## src/core/lpdl_defs.svh

```systemverilog
// timing counts, sizes and reset values of the data logger sequencer
// assumes the 100 MHz ref_clk of the sequencer
`ifndef LPDL_DEFS_SVH
`define LPDL_DEFS_SVH
`define LPDL_CLK_PERIOD_NS   64'd10
`define LPDL_MINUTE_NS       64'd60000000000
`define LPDL_MINUTE_CYCLES   (`LPDL_MINUTE_NS / `LPDL_CLK_PERIOD_NS)
`define LPDL_HOUR_MINUTES    6'h3C
`define LPDL_DATA_W          12
`define LPDL_IDX_W           6
`define LPDL_BUF_DEPTH       64
`define LPDL_SUM_W           18
`define LPDL_PROC_WORDS      6
`define LPDL_TX_BYTES        4'hC
`define LPDL_XFER_LAST       2'h3
`define LPDL_BYTE_W          8
`endif

```

## src/core/lpdl_pkg.sv

```systemverilog
// types shared by the data logger sequencer and its output buffer
// assumes lpdl_defs.svh for sizes
`include "lpdl_defs.svh"
package lpdl_pkg;
  typedef logic [`LPDL_DATA_W-1:0] lpdl_sample_type;
  typedef logic [`LPDL_BYTE_W-1:0] lpdl_byte_type;

  typedef struct packed {
    lpdl_sample_type ch1;
    lpdl_sample_type ch0;
  } lpdl_scan_type;

  typedef struct packed {
    lpdl_sample_type avg;
    lpdl_sample_type min;
    lpdl_sample_type max;
  } lpdl_stats_type;

  typedef enum logic [1:0] {
    LPDL_MODE_STANDBY = 2'h0,
    LPDL_MODE_SNOOZE  = 2'h1,
    LPDL_MODE_NORMAL  = 2'h2
  } lpdl_mode_type;

  typedef enum logic [2:0] {
    LPDL_ST_STANDBY = 3'h0,
    LPDL_ST_SCAN    = 3'h1,
    LPDL_ST_XFER    = 3'h3,
    LPDL_ST_PROC    = 3'h2,
    LPDL_ST_ARM     = 3'h6,
    LPDL_ST_SEND    = 3'h7,
    LPDL_ST_WLOW    = 3'h5
  } lpdl_state_type;
endpackage

```

## src/core/lpdl_buf2.sv

```systemverilog
// two-entry buffer with valid/ready on both sides
// assumes one clock and a synchronous active-high reset
`timescale 1ns/1ps
module lpdl_buf2
  import lpdl_pkg::*;
(
  input  wire logic            ref_clk,
  input  wire logic            srst,
  input  wire lpdl_pkg::lpdl_byte_type in_data,
  input  wire logic            in_valid,
  output logic                 in_ready,
  output lpdl_pkg::lpdl_byte_type out_data,
  output logic                 out_valid,
  input  wire logic            out_ready
);
  import lpdl_pkg::*;
  lpdl_byte_type slot [2];
  logic          rd_ptr;
  logic          wr_ptr;
  logic [1:0]    fill;
  logic [1:0]    next_fill;
  logic          push;
  logic          pop;

  assign push      = in_valid && in_ready;
  assign pop       = out_valid && out_ready;
  assign in_ready  = (fill != 2'h2);
  assign next_fill = fill + {1'b0, push} - {1'b0, pop};

  // head word kept in a flop, so the output needs no mux
  always_ff @(posedge ref_clk)
  begin
    if (push && (fill == 2'h0 || (fill == 2'h1 && pop)))
    begin
      out_data <= in_data;
    end
    else if (pop && fill == 2'h2)
    begin
      out_data <= slot[~rd_ptr];
    end
  end

  always_ff @(posedge ref_clk)
  begin
    if (push)
    begin
      slot[wr_ptr] <= in_data;
    end
  end

  always_ff @(posedge ref_clk)
  begin
    if (srst)
    begin
      rd_ptr <= 1'b0;
      wr_ptr <= 1'b0;
      fill   <= 2'h0;
      out_valid <= 1'b0;
    end
    else
    begin
      if (push)
      begin
        wr_ptr <= ~wr_ptr;
      end
      if (pop)
      begin
        rd_ptr <= ~rd_ptr;
      end
      fill      <= next_fill;
      out_valid <= (next_fill != 2'h0);
    end
  end
endmodule

```

## src/core/lpdl_sequencer.sv

```systemverilog
// low-power data logger sequencer: minute acquisition, hourly processing,
// wakeup-driven data output
// assumes converter, serial framing and partner pins synchronous to ref_clk
`timescale 1ns/1ps
`include "lpdl_defs.svh"
// Contract
// minute timer underflow in standby requests snooze
// each snooze scan converts channels 0 and 1
// scan starts on timer or snooze trigger
// channel 0 judged by subtraction unit
// channel 1 judged by converter lower compare
// result at or above threshold drives pin high
// chain: ch0, ch1, threshold, ch0 input
// judgment events set the two level pins
// transfer done ends snooze to standby
// hourly alarm cancels low power into normal
// compute average, minimum, maximum into processed buffer
// program next alarm, then re-enter low power
// wakeup rising edge cancels low power
// after wakeup, build and send data
// return to low power only after pin low
// main module raises pin, reads, then lowers
// buffer pointer advances per sample, wraps at depth
// snooze only from standby by designated request
module lpdl_sequencer
  import lpdl_pkg::*;
#(
  parameter logic [35:0] MINUTE_CYCLES = 36'(`LPDL_MINUTE_CYCLES)
)
(
  input  wire logic                     ref_clk,
  input  wire logic                     srst,
  input  wire logic                     wakeup_req_pin,
  input  wire logic                     adc_scan_end,
  input  wire lpdl_pkg::lpdl_scan_type  adc_result,
  input  wire lpdl_pkg::lpdl_sample_type ch0_threshold,
  input  wire lpdl_pkg::lpdl_sample_type ch1_threshold,
  input  wire logic [`LPDL_IDX_W-1:0]   meas_depth,
  output logic                          adc_start,
  output lpdl_pkg::lpdl_mode_type       lp_mode,
  output logic                          ch0_level_out_pin,
  output logic                          ch1_level_out_pin,
  output logic                          transfer_done_event,
  output lpdl_pkg::lpdl_byte_type       tx_data,
  output logic                          tx_valid,
  input  wire logic                     tx_ready
);
  import lpdl_pkg::*;

  function automatic lpdl_sample_type avg_of(input logic [`LPDL_SUM_W-1:0] sum,
                                             input logic [`LPDL_IDX_W:0]   cnt);
    logic [`LPDL_SUM_W-1:0] q;
    q = '0;
    if (cnt != '0)
    begin
      q = sum / {{(`LPDL_SUM_W-`LPDL_IDX_W-1){1'b0}}, cnt};
    end
    return q[`LPDL_DATA_W-1:0];
  endfunction

  function automatic lpdl_sample_type pick(input lpdl_sample_type a,
                                           input lpdl_sample_type b,
                                           input logic            take_low);
    if (take_low)
    begin
      return (b < a) ? b : a;
    end
    return (b > a) ? b : a;
  endfunction

  lpdl_state_type           state;
  lpdl_state_type           next_state;
  logic [35:0]              minute_cnt;
  logic                     underflow;
  logic [5:0]               alarm_cnt;
  logic                     alarm_pending;
  logic                     wake_q;
  logic                     wake_pending;
  lpdl_scan_type            scan;
  logic [1:0]               xfer_step;
  lpdl_sample_type          doc_set;
  lpdl_sample_type          doc_in;
  logic                     doc_loaded;
  lpdl_sample_type          meas0 [`LPDL_BUF_DEPTH];
  lpdl_sample_type          meas1 [`LPDL_BUF_DEPTH];
  logic [`LPDL_IDX_W-1:0]   wr_ptr;
  logic [`LPDL_IDX_W:0]     fill_cnt;
  logic [`LPDL_IDX_W-1:0]   rd_idx;
  logic                     proc_done;
  logic [`LPDL_SUM_W-1:0]   sum0;
  logic [`LPDL_SUM_W-1:0]   sum1;
  lpdl_stats_type           acc0;
  lpdl_stats_type           acc1;
  lpdl_sample_type          proc_buf [`LPDL_PROC_WORDS];
  logic [3:0]               tx_idx;
  lpdl_byte_type            tx_byte;
  lpdl_sample_type          tx_word;
  logic                     tx_push;
  logic                     tx_in_ready;
  logic                     wake_rise;
  logic                     chain_end;

  assign underflow = (minute_cnt == '0);
  assign wake_rise = wakeup_req_pin && !wake_q;
  assign chain_end = (state == LPDL_ST_XFER) && (xfer_step == `LPDL_XFER_LAST);
  assign tx_push   = (state == LPDL_ST_SEND) && tx_in_ready;
  assign tx_word   = proc_buf[tx_idx[3:1]];
  assign tx_byte   = tx_idx[0] ? tx_word[7:0] : {4'h0, tx_word[11:8]};

  // periodic wake timer, reloads on underflow
  always_ff @(posedge ref_clk)
  begin
    if (srst)
    begin
      minute_cnt <= MINUTE_CYCLES - 36'h1;
    end
    else if (underflow)
    begin
      minute_cnt <= MINUTE_CYCLES - 36'h1;
    end
    else
    begin
      minute_cnt <= minute_cnt - 36'h1;
    end
  end

  // calendar alarm, counted in minutes
  always_ff @(posedge ref_clk)
  begin
    if (srst)
    begin
      alarm_cnt     <= `LPDL_HOUR_MINUTES;
      alarm_pending <= 1'b0;
    end
    else
    begin
      if (state == LPDL_ST_ARM)
      begin
        alarm_cnt <= `LPDL_HOUR_MINUTES;
      end
      else if (underflow && alarm_cnt != 6'h0)
      begin
        alarm_cnt <= alarm_cnt - 6'h1;
      end
      if (underflow && alarm_cnt == 6'h1)
      begin
        alarm_pending <= 1'b1;
      end
      else if (state == LPDL_ST_PROC && rd_idx == '0 && !proc_done)
      begin
        alarm_pending <= 1'b0;
      end
    end
  end

  // wakeup request edge, set wins over clear
  always_ff @(posedge ref_clk)
  begin
    if (srst)
    begin
      wake_q       <= 1'b0;
      wake_pending <= 1'b0;
    end
    else
    begin
      wake_q <= wakeup_req_pin;
      if (wake_rise)
      begin
        wake_pending <= 1'b1;
      end
      else if (state == LPDL_ST_SEND && tx_idx == 4'h0 && tx_in_ready)
      begin
        wake_pending <= 1'b0;
      end
    end
  end

  always_comb
  begin
    next_state = state;
    unique case (state)
      LPDL_ST_STANDBY:
      begin
        if (alarm_pending)
        begin
          next_state = LPDL_ST_PROC;
        end
        else if (wake_pending)
        begin
          next_state = LPDL_ST_SEND;
        end
        else if (underflow)
        begin
          next_state = LPDL_ST_SCAN;
        end
      end
      LPDL_ST_SCAN:
      begin
        if (adc_scan_end)
        begin
          next_state = LPDL_ST_XFER;
        end
      end
      LPDL_ST_XFER:
      begin
        if (chain_end)
        begin
          next_state = LPDL_ST_STANDBY;
        end
      end
      LPDL_ST_PROC:
      begin
        if (proc_done)
        begin
          next_state = LPDL_ST_ARM;
        end
      end
      LPDL_ST_ARM:
      begin
        next_state = wake_pending ? LPDL_ST_SEND : LPDL_ST_STANDBY;
      end
      LPDL_ST_SEND:
      begin
        if (tx_push && tx_idx == `LPDL_TX_BYTES - 4'h1)
        begin
          next_state = LPDL_ST_WLOW;
        end
      end
      LPDL_ST_WLOW:
      begin
        if (!wakeup_req_pin)
        begin
          next_state = LPDL_ST_STANDBY;
        end
      end
      default:
      begin
        next_state = LPDL_ST_STANDBY;
      end
    endcase
  end

  always_ff @(posedge ref_clk)
  begin
    if (srst)
    begin
      state <= LPDL_ST_STANDBY;
    end
    else
    begin
      state <= next_state;
    end
  end

  // mode shown to the outside and scan trigger
  always_ff @(posedge ref_clk)
  begin
    if (srst)
    begin
      lp_mode   <= LPDL_MODE_STANDBY;
      adc_start <= 1'b0;
    end
    else
    begin
      adc_start <= (state == LPDL_ST_STANDBY) && (next_state == LPDL_ST_SCAN);
      unique case (next_state)
        LPDL_ST_STANDBY: lp_mode <= LPDL_MODE_STANDBY;
        LPDL_ST_SCAN,
        LPDL_ST_XFER:    lp_mode <= LPDL_MODE_SNOOZE;
        default:         lp_mode <= LPDL_MODE_NORMAL;
      endcase
    end
  end

  // chained transfer: ch0, ch1, threshold, ch0 into judgment input
  always_ff @(posedge ref_clk)
  begin
    if (srst)
    begin
      scan                <= '0;
      xfer_step           <= 2'h0;
      doc_set             <= '0;
      doc_in              <= '0;
      doc_loaded          <= 1'b0;
      wr_ptr              <= '0;
      fill_cnt            <= '0;
      transfer_done_event <= 1'b0;
    end
    else
    begin
      doc_loaded          <= 1'b0;
      transfer_done_event <= 1'b0;
      if (state == LPDL_ST_SCAN && adc_scan_end)
      begin
        scan      <= adc_result;
        xfer_step <= 2'h0;
      end
      if (state == LPDL_ST_XFER)
      begin
        xfer_step <= xfer_step + 2'h1;
        unique case (xfer_step)
          2'h0: meas0[wr_ptr] <= scan.ch0;
          2'h1: meas1[wr_ptr] <= scan.ch1;
          2'h2: doc_set <= ch0_threshold;
          2'h3:
          begin
            doc_in              <= scan.ch0;
            doc_loaded          <= 1'b1;
            transfer_done_event <= 1'b1;
            if (wr_ptr + 1'b1 >= meas_depth || meas_depth == '0)
            begin
              wr_ptr <= '0;
            end
            else
            begin
              wr_ptr <= wr_ptr + 1'b1;
            end
            if (fill_cnt < {1'b0, meas_depth} || (meas_depth == '0 && fill_cnt == '0))
            begin
              fill_cnt <= fill_cnt + 1'b1;
            end
          end
        endcase
      end
    end
  end

  // level pins, cleared at each new acquisition
  always_ff @(posedge ref_clk)
  begin
    if (srst)
    begin
      ch0_level_out_pin <= 1'b0;
      ch1_level_out_pin <= 1'b0;
    end
    else if (adc_start)
    begin
      ch0_level_out_pin <= 1'b0;
      ch1_level_out_pin <= 1'b0;
    end
    else
    begin
      if (doc_loaded && doc_in >= doc_set)
      begin
        ch0_level_out_pin <= 1'b1;
      end
      if (state == LPDL_ST_SCAN && adc_scan_end && adc_result.ch1 >= ch1_threshold)
      begin
        ch1_level_out_pin <= 1'b1;
      end
    end
  end

  // hourly walk over the measurement buffers
  always_ff @(posedge ref_clk)
  begin
    if (srst)
    begin
      rd_idx    <= '0;
      proc_done <= 1'b0;
      sum0      <= '0;
      sum1      <= '0;
      acc0      <= '0;
      acc1      <= '0;
    end
    else if (state != LPDL_ST_PROC)
    begin
      rd_idx    <= '0;
      proc_done <= 1'b0;
    end
    else if (!proc_done)
    begin
      if (rd_idx == '0)
      begin
        sum0 <= {{(`LPDL_SUM_W-`LPDL_DATA_W){1'b0}}, meas0[0]};
        sum1 <= {{(`LPDL_SUM_W-`LPDL_DATA_W){1'b0}}, meas1[0]};
        acc0 <= '{avg: '0, min: meas0[0], max: meas0[0]};
        acc1 <= '{avg: '0, min: meas1[0], max: meas1[0]};
      end
      else
      begin
        sum0     <= sum0 + {{(`LPDL_SUM_W-`LPDL_DATA_W){1'b0}}, meas0[rd_idx]};
        sum1     <= sum1 + {{(`LPDL_SUM_W-`LPDL_DATA_W){1'b0}}, meas1[rd_idx]};
        acc0.min <= pick(acc0.min, meas0[rd_idx], 1'b1);
        acc0.max <= pick(acc0.max, meas0[rd_idx], 1'b0);
        acc1.min <= pick(acc1.min, meas1[rd_idx], 1'b1);
        acc1.max <= pick(acc1.max, meas1[rd_idx], 1'b0);
      end
      if ({1'b0, rd_idx} + 1'b1 >= fill_cnt)
      begin
        proc_done <= 1'b1;
      end
      else
      begin
        rd_idx <= rd_idx + 1'b1;
      end
    end
  end

  // processed data buffer: avg, min, max of ch0 then ch1
  always_ff @(posedge ref_clk)
  begin
    if (srst)
    begin
      for (int i = 0; i < `LPDL_PROC_WORDS; i++)
      begin
        proc_buf[i] <= '0;
      end
    end
    else if (state == LPDL_ST_PROC && proc_done)
    begin
      proc_buf[0] <= (fill_cnt == '0) ? '0 : avg_of(sum0, fill_cnt);
      proc_buf[1] <= (fill_cnt == '0) ? '0 : acc0.min;
      proc_buf[2] <= (fill_cnt == '0) ? '0 : acc0.max;
      proc_buf[3] <= (fill_cnt == '0) ? '0 : avg_of(sum1, fill_cnt);
      proc_buf[4] <= (fill_cnt == '0) ? '0 : acc1.min;
      proc_buf[5] <= (fill_cnt == '0) ? '0 : acc1.max;
    end
  end

  // transmit byte index
  always_ff @(posedge ref_clk)
  begin
    if (srst)
    begin
      tx_idx <= 4'h0;
    end
    else if (state != LPDL_ST_SEND)
    begin
      tx_idx <= 4'h0;
    end
    else if (tx_push)
    begin
      tx_idx <= tx_idx + 4'h1;
    end
  end

  lpdl_buf2 u_tx_buf
  (
    .ref_clk   (ref_clk),
    .srst      (srst),
    .in_data   (tx_byte),
    .in_valid  (state == LPDL_ST_SEND),
    .in_ready  (tx_in_ready),
    .out_data  (tx_data),
    .out_valid (tx_valid),
    .out_ready (tx_ready)
  );
endmodule

```

## config.mk

```make
export PLATFORM = sky130hd
export DESIGN_NAME = lpdl_sequencer
export DESIGN_NICKNAME = d
export VERILOG_FILES = /design/src/core/lpdl_pkg.sv /design/src/core/lpdl_buf2.sv /design/src/core/lpdl_sequencer.sv
export VERILOG_INCLUDE_DIRS = /design/src /design/src/core
export SDC_FILE = /design/constraint.sdc
export NUM_CORES = 2
export LEC_CHECK = 0
export BUFFER_PORTS_ARGS = -buffer_cell sky130_fd_sc_hd__buf_2
export CAP_MARGIN = 5
export CORE_UTILIZATION = 40
export CTS_BUF_LIST = sky130_fd_sc_hd__clkbuf_16
export CTS_CLUSTER_SIZE = 25
export DETAILED_ROUTE_END_ITERATION = 10
export PLACE_DENSITY = 0.69
export RECOVER_POWER = 50
export SETUP_SLACK_MARGIN = 0.3
export SLEW_MARGIN = 20
export SYNTH_ARGS = -nofsm -noshare
export SYNTH_HDL_FRONTEND = slang
export SYNTH_HIERARCHICAL = 1
export SYNTH_SLANG_ARGS = --single-unit
```

## constraint.sdc

```tcl
create_clock -name ref_clk -period 34.6 [get_ports ref_clk]
set_input_delay 6.92 -clock ref_clk [delete_from_list [all_inputs] [get_ports ref_clk]]
set_output_delay 6.92 -clock ref_clk [all_outputs]
set_load 0.01 [all_outputs]
```

==> impl_metrics.py <==
metrics = {
    "final_layout": {
        "fin_nets": 6572,
        "postLayoutCoreUtil_pct": 45.9,
        "stdcell_area_um2": 99700,
        "drive_gt1_share_pct": 24.5,
        "multi_input_area_um2": 33800,
        "final_common_cell": "edfxtp_1",
        "final_cell_mix": "edfxtp_1 (1632), mux4_2 (518), nor2_1 (449)",
        "area_growth_pct": 13.9,
        "nFillCells": 18531,
        "regArea_um2": 53600,
    },
    "detailed_routing": {
        "drc_errors": 0,
        "avgViaCountPerCell": 5.72,
        "drt_wl_total_mm": 215,
        "antenna_left": 0,
        "num_vias": 52433,
        "drtIter0Drc": 5016,
        "first_pass_iters": 5,
        "routedWlPerCell_um": 23.4,
    },
    "job": {
        "maxCapViolCount": 27,
    },
    "clock_network": {
        "root_buffer": "clkbuf_16",
        "clock_sinks": 1858,
        "path_clk_slew_ps": 60,
        "clk_latency_ps": 820,
        "cts_buffers": 176,
        "clockBufferDepth": 3,
        "postCtsHoldBufs": 0,
        "cts_tree": "yes",
        "htreeDepth": 4,
    },
    "place": {
        "place_ws_ps": -1600,
        "dp_hpwl_mm": 141,
        "gp_congestion": 0.875,
        "dpl-instance-area_um2": 92200,
        "portBuffers": 73,
    },
    "floorplanning": {
        "row_count": 171,
        "die_y_um": 470,
        "die-area_um2": 221000,
        "die_w_um": 470,
        "coreArea_um2": 217000,
        "pin_count": 74,
        "initial_core_util_pct": 40.3,
    },
    "critical_path": {
        "slowest_stage": "or4_1",
        "worst-path-max-fanout": 9,
        "path_class": "reg2reg",
        "critPathRequiredTime_ps": 35100,
        "cp_slowest_stage_delay_ps": 550,
        "endpoint_kind": "register",
        "crit_arrival_ps": 33720,
        "crit_path_start_kind": "register",
        "cp_common_cell": "o21a_1",
        "reg2reg_depth": 164,
    },
    "synthesis": {
        "synth-edff-count": 1632,
        "synth_area_um2": 87500,
        "avgSynthCellArea_um2": 14.9,
        "ys_ff_latch": 1858,
        "ys.flop_type": "edfxtp_1",
        "postSynth.asyncResetShare_pct": 0,
        "ys_warn_count": 6,
        "synth_nets": 6292,
        "ys_seq_area_share_pct": 61.2,
        "synthCells": 5890,
        "yosysUniqueCellTypes": 125,
    },
    "timing": {
        "grt_setup_unrepaired": "true",
        "maxSlewViolCount": 1653,
        "fin_skew_ps": 37.6,
        "finalCritPeriodShare_pct": 96.0,
        "setup_violations": 0,
        "hold_viol_final": 0,
        "post-route-min-period_ps": 33220,
        "fin_tns_setup_ps": 0,
        "tightest_slew_ps": 3390,
        "maxClockFrequency_mhz": 30.1,
        "fin_ws_ps": 1380,
        "relSlewSlack_pct": -126,
    },
    "global_routing": {
        "grt_pass1_vias": 52041,
        "antenna_found_initial": 10,
        "grt_usage_pct": 19.1,
        "grt_pass1_wl_mm": 324,
        "grt_max_degree": 101,
        "grt-ovfl-total": 0,
    },
    "hold_path": {
        "holdPathStages": 1,
        "hp-class": "reg2reg",
    },
    "outcome": {
        "violations": "max-capacitance violations, max-slew violations",
        "status": "finished, violations left",
    },
}
==> repair_timing <==
item / in CTS / in global routing
buffers inserted: 16 / 82
pin swaps: 16 / 109
resized for setup: 67 / 207
cloned: 0 / 2
setup endpoints to repair: 3 / 4
==> state kept, by name, indices dropped and copies added, names as in the netlist, 4 cells and up, named ones only <==
register,flops
meas0,768
meas1,768
proc_buf,72
minute_cnt,36
acc0,24
acc1,24
scan,24
sum0,18
sum1,18
u_tx_buf/slot,16
doc_in,12
doc_set,12
u_tx_buf/out_data,8
fill_cnt,7
alarm_cnt,6
rd_idx,6
wr_ptr,6
tx_idx,4
==> metrics by stage <==
stage / hold WS (ps) / cells
after floorplan: 371 / 5890
after global placement: 386 / 8745
after detailed placement: 394 / 8746
after CTS: 408 / 9079
after global routing: 437 / 9167
final: 406 / 9171
==> cell families (layout without fill, tap and decap cells) <==
logic type / Yosys count / count (layout) / synth area share (%)
flip-flops: 1858 / 1858 / 61.2
buffers and inverters: 428 / 847 / 1.91
adder cells (fa/ha/maj): 346 / 346 / 4.96
other: 0 / 8 / 0
AND/OR/NAND/NOR: 1536 / 1536 / 8.20
AO/OA/AOI/OAI: 929 / 929 / 7.48
multiplexers: 619 / 619 / 14.6
XOR/XNOR: 174 / 174 / 1.74
==> critical path, delay by kind of cell (launching register included) <==
family / cells / cell delay (ps)
adder cells (fa/ha/maj): 17 / 5050
multiplexers: 8 / 2020
buffers and inverters: 8 / 1250
flip-flops: 1 / 340
AO/OA/AOI/OAI: 84 / 16320
AND/OR/NAND/NOR: 47 / 7860
==> synthesized netlist by cell type, drive strengths merged, types with 27 or more instances <==
master	instances	area, um^2
nand3	65	335
a21oi	223	1160
mux2	49	552
or3	28	175
ha	341	4270
or2	30	190
o31ai	50	380
mux2i	52	521
mux4	518	11700
nor3	142	737
o21a	112	848
a211oi	57	475
buf	75	344
inv	160	601
xnor2	114	998
and2	40	253
nor4	27	211
dfxtp	226	4520
o21ai	153	792
nor2	562	2140
o211ai	31	243
a21o	60	450
edfxtp	1632	49000
xor2	60	526
a311oi	46	403
clkbuf	193	727
nand2b	66	413
nand2	411	1550
nand4	29	181
nor2b	52	328
==> worst paths after layout <==
| path | start | endpoint | slack, ps |
|---|---|---|---|
| min reg2reg | minute_cnt[0] | minute_cnt[0] | 410 |
| max | fill_cnt[5] | proc_buf[3][0] | 1380 |
| max reg2reg | fill_cnt[5] | proc_buf[3][0] | 1380 |
| min | minute_cnt[0] | minute_cnt[0] | 410 |
==> per-layer routing <==
layer	vias up	part of all wire [%]	global-route usage, %
li1	23682	-	-
met4	2	3.0	6.11
met5	-	0.0061	0
met1	26643	42	25.9
met3	312	6.6	3.21
met2	1794	48	31.2
==> area by class of cell <==
class | instances | share of cell area (%)
repair buffers | 370 | 2.63
flip-flops and latches | 1858 | 53.7
clock buffers | 178 | 4.47
inverters | 160 | 0.606
clock inverters | 139 | 1.08
multi-input cells | 3604 | 33.9
diodes | 8 | 0.0201
well taps | 2854 | 3.58
Power is not shown: default switching activity piles up to over one toggle a cycle in this logic, so the estimate is an artifact.
